--- config.mk ---
export PLATFORM = sky130hd
export DESIGN_NAME = srmf_framer
export DESIGN_NICKNAME = d
export VERILOG_FILES = /design/src/srmf_pkg.sv /design/src/srmf_framer.sv
export SDC_FILE = /design/constraint.sdc
export NUM_CORES = 2
export LEC_CHECK = 0
export BUFFER_PORTS_ARGS = -buffer_cell sky130_fd_sc_hd__buf_2
export CAP_MARGIN = 20
export CORE_UTILIZATION = 55
export DETAILED_ROUTE_END_ITERATION = 10
export GPL_ROUTABILITY_DRIVEN = 0
export PLACE_DENSITY = 0.67
export RECOVER_POWER = 100
export SLEW_MARGIN = 30
export SYNTH_ARGS = -nofsm -noshare
export SYNTH_HDL_FRONTEND = slang
export SYNTH_SLANG_ARGS = --single-unit
export TNS_END_PERCENT = 100
--- constraint.sdc ---
create_clock -name clk -period 8 [get_ports clk]
set_input_delay 1.6 -clock clk [delete_from_list [all_inputs] [get_ports clk]]
set_output_delay 1.6 -clock clk [all_outputs]
set_load 0.03 [all_outputs]
--- src/srmf_pkg.sv ---
// Package for the serial receive message framer: register map, fields, timing.
package srmf_pkg;
  // Register byte addresses on the APB bus.
  localparam logic [7:0] SRMF_CTRL_ADDR = 8'h00;
  localparam logic [7:0] SRMF_CHARS_ADDR = 8'h04;
  localparam logic [7:0] SRMF_TIME_ADDR = 8'h08;
  localparam logic [7:0] SRMF_LAUNCH_ADDR = 8'h0C;
  localparam logic [7:0] SRMF_STATUS_ADDR = 8'h10;
  localparam logic [7:0] SRMF_COUNT_ADDR = 8'h14;
  localparam logic [7:0] SRMF_BUF_ADDR = 8'h18;
  localparam logic [7:0] SRMF_FRAME_ADDR = 8'h1C;
  localparam logic [7:0] SRMF_RDPTR_ADDR = 8'h20;
  // Receive control byte field positions.
  localparam int SRMF_EN_BIT = 7;
  localparam int SRMF_SC_BIT = 6;
  localparam int SRMF_EC_BIT = 5;
  localparam int SRMF_IL_BIT = 4;
  localparam int SRMF_CM_BIT = 3;
  localparam int SRMF_TMR_BIT = 2;
  localparam int SRMF_BK_BIT = 1;
  // Status byte flag positions.
  localparam int SRMF_ST_DONE = 0;
  localparam int SRMF_ST_ENDCH = 1;
  localparam int SRMF_ST_TMR = 2;
  localparam int SRMF_ST_CNT = 3;
  localparam int SRMF_ST_PAR = 4;
  localparam int SRMF_ST_USER = 5;
  localparam int SRMF_ST_ACTIVE = 6;
  // Reset values.
  localparam logic [7:0] SRMF_CTRL_RST = 8'h00;
  localparam logic [7:0] SRMF_MAXCNT_RST = 8'h01;
  localparam logic [15:0] SRMF_FRAME_RST = 16'h000B;
  // Millisecond tick timing.
  localparam int SRMF_CLK_HZ = 100000000;
  localparam int SRMF_TICK_US = 1000;
  localparam int SRMF_TICK_CYC = SRMF_CLK_HZ / 1000000 * SRMF_TICK_US;

  // Received character from the serial receiver.
  typedef struct packed {
    logic valid;
    logic parity_err;
    logic [7:0] data;
  } srmf_char_s;

  // Framer states.
  typedef enum logic [2:0] {
    SRMF_OFF,
    SRMF_WAIT_IDLE,
    SRMF_WAIT_BREAK,
    SRMF_WAIT_START,
    SRMF_ALIGN,
    SRMF_STORE
  } srmf_state_e;
endpackage

--- src/srmf_framer.sv ---
// Serial receive message framer with APB register access and message buffer.
`timescale 1ns/1ps
// Functional notes
// - Idle-line start waits for the configured quiet time in milliseconds.
// - Characters during the idle search are dropped and the idle timer reloads.
// - After idle expiry every following character is stored.
// - Start-character mode ignores characters until the start character, then stores it.
// - Idle plus start character: wrong character restarts the idle search.
// - Break is line low longer than one full character time.
// - Break-only start stores every character after the break.
// - Break plus start character: wrong character restarts the break search.
// - Idle time zero starts storing immediately at launch, unless start-character mode first waits for the start character.
// - Zero idle with message timer starts the timer at launch.
// - End character is compared, stored, and ends the receive.
// - Inter-character timer reloads per character, ends receive on gap overrun.
// - Message timer starts at start condition, ends receive on expiry; a launch straight into storing without idle mode never starts it.
// - Stored count reaching the maximum always ends the receive.
// - A parity error always ends the receive.
// - Launch with enable clear aborts any receive at once.
// - End conditions combine; the first one met ends the receive.
// - Idle start with a nonzero idle time, or break start, aligns to a character boundary before storing.
// - Enable bit is sampled on every launch.
// - Count termination sets its status flag.
// - Parity termination sets its status flag.
module srmf_framer
  import srmf_pkg::*;
#(
  parameter int BUF_DEPTH = 256,
  parameter int TICK_CYCLES = SRMF_TICK_CYC
)(
  input wire logic clk,
  input wire logic arst_n,
  input wire logic psel,
  input wire logic penable,
  input wire logic pwrite,
  input wire logic [7:0] paddr,
  input wire logic [31:0] pwdata,
  output logic [31:0] prdata,
  output logic pready,
  output logic pslverr,
  input wire logic rx_line,
  input wire logic bit_tick,
  input wire srmf_char_s rx_char,
  output logic done
);
  localparam int AW = $clog2(BUF_DEPTH);
  localparam int TW = $clog2(TICK_CYCLES + 1);

  initial
  begin
    if (BUF_DEPTH < 256 || TICK_CYCLES < 1)
      $error("srmf_framer: BUF_DEPTH must hold 255 bytes and TICK_CYCLES be positive");
  end

  logic [7:0] ctrl_q, start_ch_q, end_ch_q, max_cnt_q;
  logic [15:0] idle_ms_q, tmo_ms_q, frame_bits_q;
  logic [6:0] status_q, status_d;
  logic [7:0] count_q, count_d, rdptr_q;
  logic [7:0] buf_mem [BUF_DEPTH];
  logic [31:0] prdata_q;
  logic [TW-1:0] tick_cnt_q;
  logic ms_tick;
  logic [15:0] idle_cnt_q, idle_cnt_d, tmr_cnt_q, tmr_cnt_d, low_bits_q;
  logic tmr_run_q, tmr_run_d;
  logic brk_seen_q;
  srmf_state_e state_q, state_d;

  // Bus decode; every access completes in its first access cycle.
  wire wr_en = psel && penable && pwrite;
  // Reads are looked up in the setup cycle so that prdata stands through the access cycle.
  wire rd_setup = psel && !penable && !pwrite;
  wire hit_ctrl = paddr == SRMF_CTRL_ADDR;
  wire hit_chars = paddr == SRMF_CHARS_ADDR;
  wire hit_time = paddr == SRMF_TIME_ADDR;
  wire hit_launch = paddr == SRMF_LAUNCH_ADDR;
  wire hit_status = paddr == SRMF_STATUS_ADDR;
  wire hit_count = paddr == SRMF_COUNT_ADDR;
  wire hit_buf = paddr == SRMF_BUF_ADDR;
  wire hit_frame = paddr == SRMF_FRAME_ADDR;
  wire hit_rdptr = paddr == SRMF_RDPTR_ADDR;
  wire hit_any = hit_ctrl | hit_chars | hit_time | hit_launch | hit_status | hit_count
               | hit_buf | hit_frame | hit_rdptr;
  wire launch = wr_en && hit_launch;
  wire ctrl_wr = wr_en && hit_ctrl;

  assign pready = 1'b1;
  assign pslverr = psel && penable && !hit_any;
  assign prdata = prdata_q;
  assign done = status_q[SRMF_ST_DONE];

  // Control field selects.
  wire sel_en = ctrl_q[SRMF_EN_BIT];
  wire sel_sc = ctrl_q[SRMF_SC_BIT];
  wire sel_ec = ctrl_q[SRMF_EC_BIT];
  wire sel_il = ctrl_q[SRMF_IL_BIT];
  wire sel_cm = ctrl_q[SRMF_CM_BIT];
  wire sel_tmr = ctrl_q[SRMF_TMR_BIT];
  wire sel_bk = ctrl_q[SRMF_BK_BIT];
  wire launch_en = pwdata[SRMF_EN_BIT];

  // Millisecond tick from the system clock.
  // The tick runs free, so a message or gap timer loaded with N ends N to N+1 milliseconds later, the idle timer N-1 to N.
  wire tick_wrap = tick_cnt_q == TW'(TICK_CYCLES - 1);
  assign ms_tick = tick_wrap;
  always_ff @(posedge clk or negedge arst_n)
  begin
    if (!arst_n)
      tick_cnt_q <= '0;
    else
      tick_cnt_q <= tick_wrap ? '0 : tick_cnt_q + TW'(1);
  end

  // Break detector counts bit times with the line low; frame_bits_q is a full character.
  wire brk_now = low_bits_q > frame_bits_q;
  always_ff @(posedge clk or negedge arst_n)
  begin
    if (!arst_n)
    begin
      low_bits_q <= '0;
      brk_seen_q <= 1'b0;
    end
    else
    begin
      if (rx_line)
        low_bits_q <= '0;
      else if (bit_tick && !brk_now)
        low_bits_q <= low_bits_q + 16'h0001;
      brk_seen_q <= brk_now;
    end
  end
  // Break ends when the line returns high, which is the next character boundary.
  wire brk_end = brk_seen_q && rx_line;

  // Character classification.
  wire ch_in = rx_char.valid;
  wire is_start = rx_char.data == start_ch_q;
  wire is_end = sel_ec && rx_char.data == end_ch_q;
  wire idle_done = idle_cnt_q == 16'h0000;
  wire tmr_exp = tmr_run_q && tmr_cnt_q == 16'h0000 && ms_tick;
  wire wait_start_st = state_q == SRMF_WAIT_START;
  wire take = ch_in && !rx_char.parity_err
              && (state_q == SRMF_STORE || (wait_start_st && is_start));
  wire [7:0] cnt_inc = count_q + 8'h01;

  // Framer sequencing and end conditions; first condition met wins.
  always_comb
  begin
    state_d = state_q;
    status_d = status_q;
    count_d = count_q;
    idle_cnt_d = idle_cnt_q;
    tmr_cnt_d = tmr_cnt_q;
    tmr_run_d = tmr_run_q;
    // A launch restarts the receive and clears the count of an aborted message,
    // so software reads the count before it relaunches.
    if (launch)
    begin
      status_d = '0;
      count_d = '0;
      tmr_run_d = 1'b0;
      idle_cnt_d = idle_ms_q;
      tmr_cnt_d = tmo_ms_q;
      if (!launch_en)
      begin
        state_d = SRMF_OFF;
        if (state_q != SRMF_OFF)
          status_d = 7'(1 << SRMF_ST_USER) | 7'(1 << SRMF_ST_DONE);
      end
      else if (pwdata[SRMF_BK_BIT])
        state_d = SRMF_WAIT_BREAK;
      else if (pwdata[SRMF_IL_BIT])
      begin
        if (idle_ms_q == 16'h0000)
        begin
          state_d = pwdata[SRMF_SC_BIT] ? SRMF_WAIT_START : SRMF_STORE;
          tmr_run_d = pwdata[SRMF_TMR_BIT] && pwdata[SRMF_CM_BIT];
        end
        else
          state_d = SRMF_WAIT_IDLE;
      end
      else if (pwdata[SRMF_SC_BIT])
        state_d = SRMF_WAIT_START;
      else
        state_d = SRMF_STORE;
      if (launch_en)
        status_d[SRMF_ST_ACTIVE] = 1'b1;
    end
    else
    begin
      case (state_q)
        SRMF_OFF: ;
        SRMF_WAIT_IDLE:
        begin
          if (ch_in)
            idle_cnt_d = idle_ms_q;
          else if (ms_tick && !idle_done)
            idle_cnt_d = idle_cnt_q - 16'h0001;
          if (!ch_in && idle_done)
            state_d = SRMF_ALIGN;
        end
        SRMF_WAIT_BREAK:
          if (brk_end)
            state_d = sel_sc ? SRMF_WAIT_START : SRMF_STORE;
        SRMF_ALIGN:
          // Line quiet long enough, so the next start bit is a true boundary.
          if (ch_in)
            idle_cnt_d = idle_ms_q;
          else
            state_d = sel_sc ? SRMF_WAIT_START : SRMF_STORE;
        // A wrong character sends the search back to its own start condition.
        SRMF_WAIT_START:
          if (ch_in && !is_start)
          begin
            idle_cnt_d = idle_ms_q;
            if (sel_bk)
              state_d = SRMF_WAIT_BREAK;
            else if (sel_il && idle_ms_q != 16'h0000)
              state_d = SRMF_WAIT_IDLE;
          end
          else if (ch_in)
            state_d = SRMF_STORE;
        SRMF_STORE: ;
        default: state_d = SRMF_OFF;
      endcase
      // Message timer starts with the start condition.
      if (state_q != SRMF_STORE && state_d == SRMF_STORE && sel_tmr && sel_cm)
      begin
        tmr_run_d = 1'b1;
        tmr_cnt_d = tmo_ms_q;
      end
      // Inter-character timer runs from the first stored character.
      if (take && sel_tmr && !sel_cm)
      begin
        tmr_run_d = 1'b1;
        tmr_cnt_d = tmo_ms_q;
      end
      else if (tmr_run_q && ms_tick && tmr_cnt_q != 16'h0000)
        tmr_cnt_d = tmr_cnt_q - 16'h0001;
      if (take)
        count_d = cnt_inc;
      if (state_q == SRMF_STORE || wait_start_st || state_q == SRMF_WAIT_IDLE
          || state_q == SRMF_WAIT_BREAK || state_q == SRMF_ALIGN)
      begin
        if (ch_in && rx_char.parity_err)
        begin
          state_d = SRMF_OFF;
          status_d[SRMF_ST_PAR] = 1'b1;
        end
        else if (take && is_end)
        begin
          state_d = SRMF_OFF;
          status_d[SRMF_ST_ENDCH] = 1'b1;
        end
        else if (take && cnt_inc >= max_cnt_q)
        begin
          state_d = SRMF_OFF;
          status_d[SRMF_ST_CNT] = 1'b1;
        end
        else if (tmr_exp && sel_tmr)
        begin
          state_d = SRMF_OFF;
          status_d[SRMF_ST_TMR] = 1'b1;
        end
        if (state_d == SRMF_OFF)
        begin
          status_d[SRMF_ST_DONE] = 1'b1;
          status_d[SRMF_ST_ACTIVE] = 1'b0;
          tmr_run_d = 1'b0;
        end
      end
    end
  end

  // Framer state registers.
  always_ff @(posedge clk or negedge arst_n)
  begin
    if (!arst_n)
    begin
      state_q <= SRMF_OFF;
      status_q <= '0;
      count_q <= '0;
      idle_cnt_q <= '0;
      tmr_cnt_q <= '0;
      tmr_run_q <= 1'b0;
    end
    else
    begin
      state_q <= state_d;
      status_q <= status_d;
      count_q <= count_d;
      idle_cnt_q <= idle_cnt_d;
      tmr_cnt_q <= tmr_cnt_d;
      tmr_run_q <= tmr_run_d;
    end
  end

  // Message buffer write; no reset since software reads only counted entries.
  always_ff @(posedge clk)
  begin
    if (take)
      buf_mem[AW'(count_q)] <= rx_char.data;
  end

  // Configuration registers; launch also latches the control byte.
  always_ff @(posedge clk or negedge arst_n)
  begin
    if (!arst_n)
    begin
      ctrl_q <= SRMF_CTRL_RST;
      start_ch_q <= '0;
      end_ch_q <= '0;
      max_cnt_q <= SRMF_MAXCNT_RST;
      idle_ms_q <= '0;
      tmo_ms_q <= '0;
      frame_bits_q <= SRMF_FRAME_RST;
      rdptr_q <= '0;
    end
    else
    begin
      if (ctrl_wr || launch)
        ctrl_q <= pwdata[7:0];
      if (wr_en && hit_chars)
      begin
        start_ch_q <= pwdata[7:0];
        end_ch_q <= pwdata[15:8];
        max_cnt_q <= pwdata[23:16];
      end
      if (wr_en && hit_time)
      begin
        idle_ms_q <= pwdata[15:0];
        tmo_ms_q <= pwdata[31:16];
      end
      if (wr_en && hit_frame)
        frame_bits_q <= pwdata[15:0];
      if (wr_en && hit_rdptr)
        rdptr_q <= pwdata[7:0];
    end
  end

  // Read data mux, loaded at the setup edge so it is valid while pready is high.
  // A status change during the access cycle shows at the next read; this buys zero wait states.
  always_ff @(posedge clk or negedge arst_n)
  begin
    if (!arst_n)
      prdata_q <= '0;
    else if (rd_setup)
    begin
      prdata_q <= '0;
      if (hit_ctrl || hit_launch)
        prdata_q <= {24'h000000, ctrl_q};
      else if (hit_chars)
        prdata_q <= {8'h00, max_cnt_q, end_ch_q, start_ch_q};
      else if (hit_time)
        prdata_q <= {tmo_ms_q, idle_ms_q};
      else if (hit_status)
        prdata_q <= {25'h0000000, status_q};
      else if (hit_count)
        prdata_q <= {24'h000000, count_q};
      else if (hit_buf)
        prdata_q <= {24'h000000, buf_mem[AW'(rdptr_q)]};
      else if (hit_frame)
        prdata_q <= {16'h0000, frame_bits_q};
      else if (hit_rdptr)
        prdata_q <= {24'h000000, rdptr_q};
    end
  end
endmodule

# Word-level counts from Yosys, hierarchy flattened
# Memories as Yosys holds them, arrays and structs flattened.
# Cells that the tools add are included.
# classes
magnitude_cmp	2
add_sub_neg	5
muxes	73
n_reduce_logical	77
bitwise	8
eq_ne	24
# ops
cell	count
two-way mux 16 bit	15
two-way mux 32 bit	3
two-way mux 3 bit	23
logical NOT 16 bit	3
case mux 16 bit (3 select lines)	1
logical AND 1 bit	35
== test 8 x 5 -> 1 bit (second input constant)	4
nonzero test 16 bit	2
subtractor 16 x 1 -> 16 bit (second input constant)	2
two-way mux 8 bit	3
two-way mux 1 bit	21
adder 17 x 1 -> 17 bit (second input constant)	1
== test 17 bit (second input constant)	1
two-way mux 17 bit	1
adder 16 x 1 -> 16 bit (second input constant)	1
== test 8 x 4 -> 1 bit (second input constant)	2
== test 8 bit	2
> comparator 16 bit	1
nonzero test 2 bit	8
case mux 3 bit (5 select lines)	1
two-way mux 6 bit	2
two-way mux 5 bit	2
== test 3 bit (second input constant)	3
logical NOT 1 bit	9
22 further kinds	43
# word_totals
mem_bits_rw	2048
regBits	205
output_inout_bits	35
memories	1
word_cells	213
# memory_table
memory	words	word_bits	rd	rd_ports_with_merged_regs	wr	line	text
buf_mem	256	8	1	0	1	srmf_framer.sv:59	logic [7:0] buf_mem [BUF_DEPTH];

# Longest topological paths before layout
# depth
depth_word	17
ltp_mapped	14

# Worst setup path after synthesis
# Ideal clock, no wire load.
# synth_timing
path_type	input -> output
startpoint	input paddr[3]
endpoint	output pslverr
n_path_buf	2
required_time_ns	6.400
slack_ns	3.384
arrival_ns	3.016
path_stages	4
path_cell_list	clkbuf_1 > and4b_1 > clkbuf_1 > a211oi_1
# synth_via
elab_chain_cells	11
elab_cells_between_ends	19
cone_classes	8 x eq/ne; 8 x bitwise; 3 x reduce/logical
# synth_lines
item	line	text
from (decl)	srmf_framer.sv:36	input wire logic [7:0] paddr,
== test 8 x 3 -> 1 bit or logical NOT 8 bit (tied branches)	srmf_framer.sv:73, srmf_framer.sv:72	
OR 1 bit (5 in series)	srmf_framer.sv:81	wire hit_any = hit_ctrl | hit_chars | hit_time | hit_launch | hit_status | hit_count
OR 1 bit (2 in series)	srmf_framer.sv:82	| hit_buf | hit_frame | hit_rdptr;
OR 1 bit *	srmf_framer.sv:82	
logical NOT 1 bit *	srmf_framer.sv:87	assign pslverr = psel && penable && !hit_any;
logical AND 1 bit *	srmf_framer.sv:87	
to (decl)	srmf_framer.sv:40	output logic pslverr,
# Every way passes the cells marked *; elsewhere a longest branch is shown, timed or not.

# Worst setup path in the final report
# layout_timing
startpoint	register rdptr_q[1]
endpoint	register prdata_q[3], in the netlist prdata[3]
# layout_via
elab_chain_cells	7
# layout_lines
item	line	text
from (decl)	srmf_framer.sv:58	logic [7:0] count_q, count_d, rdptr_q;
from (signal assigned)	srmf_framer.sv:336	rdptr_q <= pwdata[7:0];
memory read (256 x 8 bit)	-	
two-way mux 16 bit	srmf_framer.sv:359	else if (hit_buf)
two-way mux 16 bit	srmf_framer.sv:357	else if (hit_count)
two-way mux 16 bit	srmf_framer.sv:355	else if (hit_status)
two-way mux 32 bit	srmf_framer.sv:353	else if (hit_time)
two-way mux 32 bit	srmf_framer.sv:351	else if (hit_chars)
two-way mux 32 bit	srmf_framer.sv:349	if (hit_ctrl || hit_launch)
to (signal assigned)	srmf_framer.sv:350	prdata_q <= {24'h000000, ctrl_q};
to (signal assigned)	srmf_framer.sv:352	prdata_q <= {8'h00, max_cnt_q, end_ch_q, start_ch_q};
to (signal assigned)	srmf_framer.sv:354	prdata_q <= {tmo_ms_q, idle_ms_q};
to (decl)	srmf_framer.sv:60	logic [31:0] prdata_q;
# No other way between the ends.
# A chain may end at the register's enable or synchronous reset.

==> impl_metrics.json <==
{
  "ys_ff_latch": 2253,
  "synth_top_area_frac": 0.683,
  "grt_pass1_vias": 48004,
  "drcViolationCount": 0,
  "syn-num-nets": 4960,
  "multi_input_comb_area_um2": 21900,
  "overflow": 0,
  "synthAdderAreaFrac": 0.00472,
  "fin_skew_ns": 0.0748,
  "vias_per_cell": 6.69,
  "hold_buffers": 0,
  "period_minus_slack_ns": 6.46,
  "fin_crit_sh": 0.807,
  "avgSynthCellArea_um2": 18.5,
  "required_ns": 8.82,
  "cts.sinks": 2253,
  "synthCells": 4869,
  "dp_hpwl_um": 155000,
  "hold_path_class": "register to register",
  "io_pins": 92,
  "drt-initial-drc-count": 7413,
  "grt_usage": 0.307,
  "tns_ns": 0,
  "synth_top_flop_cell": "edfxtp_1",
  "cp.arrival_ns": 7.28,
  "violations": "capacitance limit, slew limit",
  "vdd_ir_drop_max_v": 0.000225,
  "antenna_found_initial": 14,
  "yosys_warnings": 0,
  "fin_util": 0.617,
  "power_density_nw_per_um2": 242,
  "layout.nets": 5105,
  "die_area_um2": 165000,
  "ys_top_cells_by_area": "edfxtp_1, mux4_2, dfrtp_1",
  "synth_compound_area_frac": 0.0472,
  "max_freq_ghz": 0.155,
  "yosys.area.top_type": "edfxtp_1",
  "maxSlewHeadroom": -2.25,
  "synthMuxAreaShare": 0.141,
  "finalHoldViolations": 0,
  "clk_path_buf_depth": 3,
  "startpoint_type": "register",
  "post-cts-setup-buffers": 0,
  "first_pass_iters": 6,
  "num_vias": 49400,
  "wirelength_um": 250000,
  "fill_cells": 11578,
  "ant_nets": 0,
  "clockRootBuffer": "clkbuf_16",
  "p_leak_uw": 0.0314,
  "grt_pass1_wl_um": 358000,
  "syn2layout_area_growth_pct": 11.4,
  "synth_cell_types": 89,
  "endpoint_kind": "register",
  "synth_edf_count": 2048,
  "die-width_um": 407,
  "port_buffers": 90,
  "core_um2": 163000,
  "slew_violations": 1574,
  "synth_top_family_by_area": "multiplexers",
  "synth-simple-area-share": 0.0451,
  "wl_per_cell_um": 33.9,
  "rsz0062_at_grt": "false",
  "start_util": 0.554,
  "cts_resized": 0,
  "cts_tree": "yes",
  "htree_levels": 4,
  "seq_area_um2": 66700,
  "synthArstFlopShare": 0.0910,
  "cts_buffers": 218,
  "critical_path_class": "register to register",
  "path_max_fanout": 49,
  "rows": 148,
  "cts.clk_slew.worst_paths_ns": 0.07,
  "clock_latency_ns": 0.89,
  "yosysSeqAreaShare": 0.740,
  "syn_area_um2": 90000,
  "worst_slew_pin_slew_ns": 4.87,
  "drive_gt1_frac": 0.206,
  "dieHeight_um": 407,
  "status": "finished, violations left",
  "grt_max_degree": 131,
  "setup_viol": 0,
  "maxCapViolations": 29,
  "synthXorXnorAreaFrac": 0.00438
}
registers in the layout, summed over array words and instances (netlist names), 3 cells and up:
signal / cells
buf_mem: 2048
count_q: 8
ctrl_q: 8
end_ch_q: 8
frame_bits_q: 16
idle_cnt_q: 16
idle_ms_q: 16
low_bits_q: 16
max_cnt_q: 8
prdata: 32
rdptr_q: 8
start_ch_q: 8
state_q: 3
status_q: 7
tick_cnt_q: 17
tmo_ms_q: 16
tmr_cnt_q: 16
cell type report:
| cell class | instances | share of cell area |
|---|---|---|
| Multi-Input combinational cell | 2279 | 0.219 |
| Sequential cell | 2253 | 0.665 |
| Inverter | 49 | 0.00183 |
| Clock inverter | 160 | 0.0176 |
| Tap cell | 2175 | 0.0271 |
| Antenna cell | 5 | 0.000125 |
| Timing Repair Buffer | 213 | 0.0135 |
| Clock buffer | 252 | 0.0564 |
layer usage:
metal  vias to the layer above  routed length [um]  global-route usage
met4                         6               10600               0.120
li1                      20088                   -                   -
met1                     25455               96900               0.441
met2                      3327              113000               0.454
met3                       524               30200              0.0783
met5                         -                  31                   0
metrics by stage:
step	area (um^2)	hold WS, ns	power [uW]	setup slack, ns	cells
CTS	100000	0.465	24300	2.85	7380
floorplan	90000	0.446	13400	3.38	4869
global route	100000	0.493	24800	1.40	7384
detailed placement	93000	0.451	13800	1.95	6968
finish	100000	0.466	24200	1.54	7386
global placement	93000	0.448	13800	1.77	6967
cell families (layout without fill, tap and decap cells):
logic type	Yosys count	count (layout)
AND/OR/NAND/NOR	877	877
flip-flops	2253	2253
multiplexers	700	700
AO/OA/AOI/OAI	622	622
XOR/XNOR	45	45
other	1	6
buffers and inverters	337	674
adder cells (fa/ha/maj)	34	34
cell usage in the layout (no fill, tap or decap), types with 41 or more instances in the layout:
cell type / Yosys / routed
nor2_1: 374 / 372
clkinv_1: 1 / 47
mux2i_1: 161 / 161
mux2_2: 95 / 95
mux4_2: 444 / 444
o21ai_0: 94 / 94
clkbuf_1: 145 / 98
o22ai_1: 75 / 75
a221oi_1: 41 / 41
clkbuf_16: 0 / 220
nand3_1: 69 / 61
nand2_1: 175 / 175
buf_2: 69 / 46
nor2b_1: 45 / 41
a22oi_1: 65 / 65
a21oi_1: 124 / 124
edfxtp_1: 2048 / 2048
buf_4: 43 / 81
inv_1: 48 / 47
dfrtp_1: 201 / 195
power by group:
part | internal [uW] | switching [uW] | leakage (uW)
Sequential | 12900 | 40.1 | 0.0211
Combinational | 172 | 518 | 0.00674
Clock | 6020 | 4610 | 0.00356
Total | 19100 | 5170 | 0.0314
final timing paths:
kind / start / end / slack (ns) / cells after the start
worst max register to register: rdptr_q[1] / prdata[3] / 1.54 / 10
min in group asynchronous: arst_n / tmr_cnt_q[12] / 2.48 / 1
max in group asynchronous: arst_n / count_q[3] / 2.79 / 1
worst max-delay path: rdptr_q[1] / prdata[3] / 1.54 / 10
worst min-delay path: prdata[29] / prdata[29] / 0.47 / 2
worst min register to register: prdata[29] / prdata[29] / 0.47 / 2
cells in the mapped netlist (10+ instances only):
cell type	count
nand2_1	175
nor2_1	374
a2111oi_0	21
a31oi_1	29
o21ai_0	94
mux2i_1	161
a221oi_1	41
nor4_1	29
nor3_1	43
buf_1	22
o221ai_1	26
and2_1	14
and3_1	14
dfrtp_1	201
buf_2	69
clkbuf_1	145
mux4_2	444
a211oi_1	20
xnor2_1	20
nor2b_1	45
o211ai_1	10
nand4_1	24
inv_1	48
edfxtp_1	2048
o22ai_1	75
buf_4	43
or3_1	20
nand3_1	69
a22o_1	37
a22oi_1	65
or4_1	10
nand2b_1	21
a21oi_1	124
xor2_1	25
ha_1	34
mux2_2	95
critical path, cell delays in order (launching register included):
cell	delay (ns)
dfrtp_4	0.82
buf_4	0.51
clkbuf_1	2.29
mux4_2	0.66
o22a_1	0.20
o221ai_1	0.22
o41ai_1	0.48
a221oi_1	0.10
buf_2	0.23
or4_1	0.61
a31oi_1	0.20
Power figures use the tool's default switching activity.
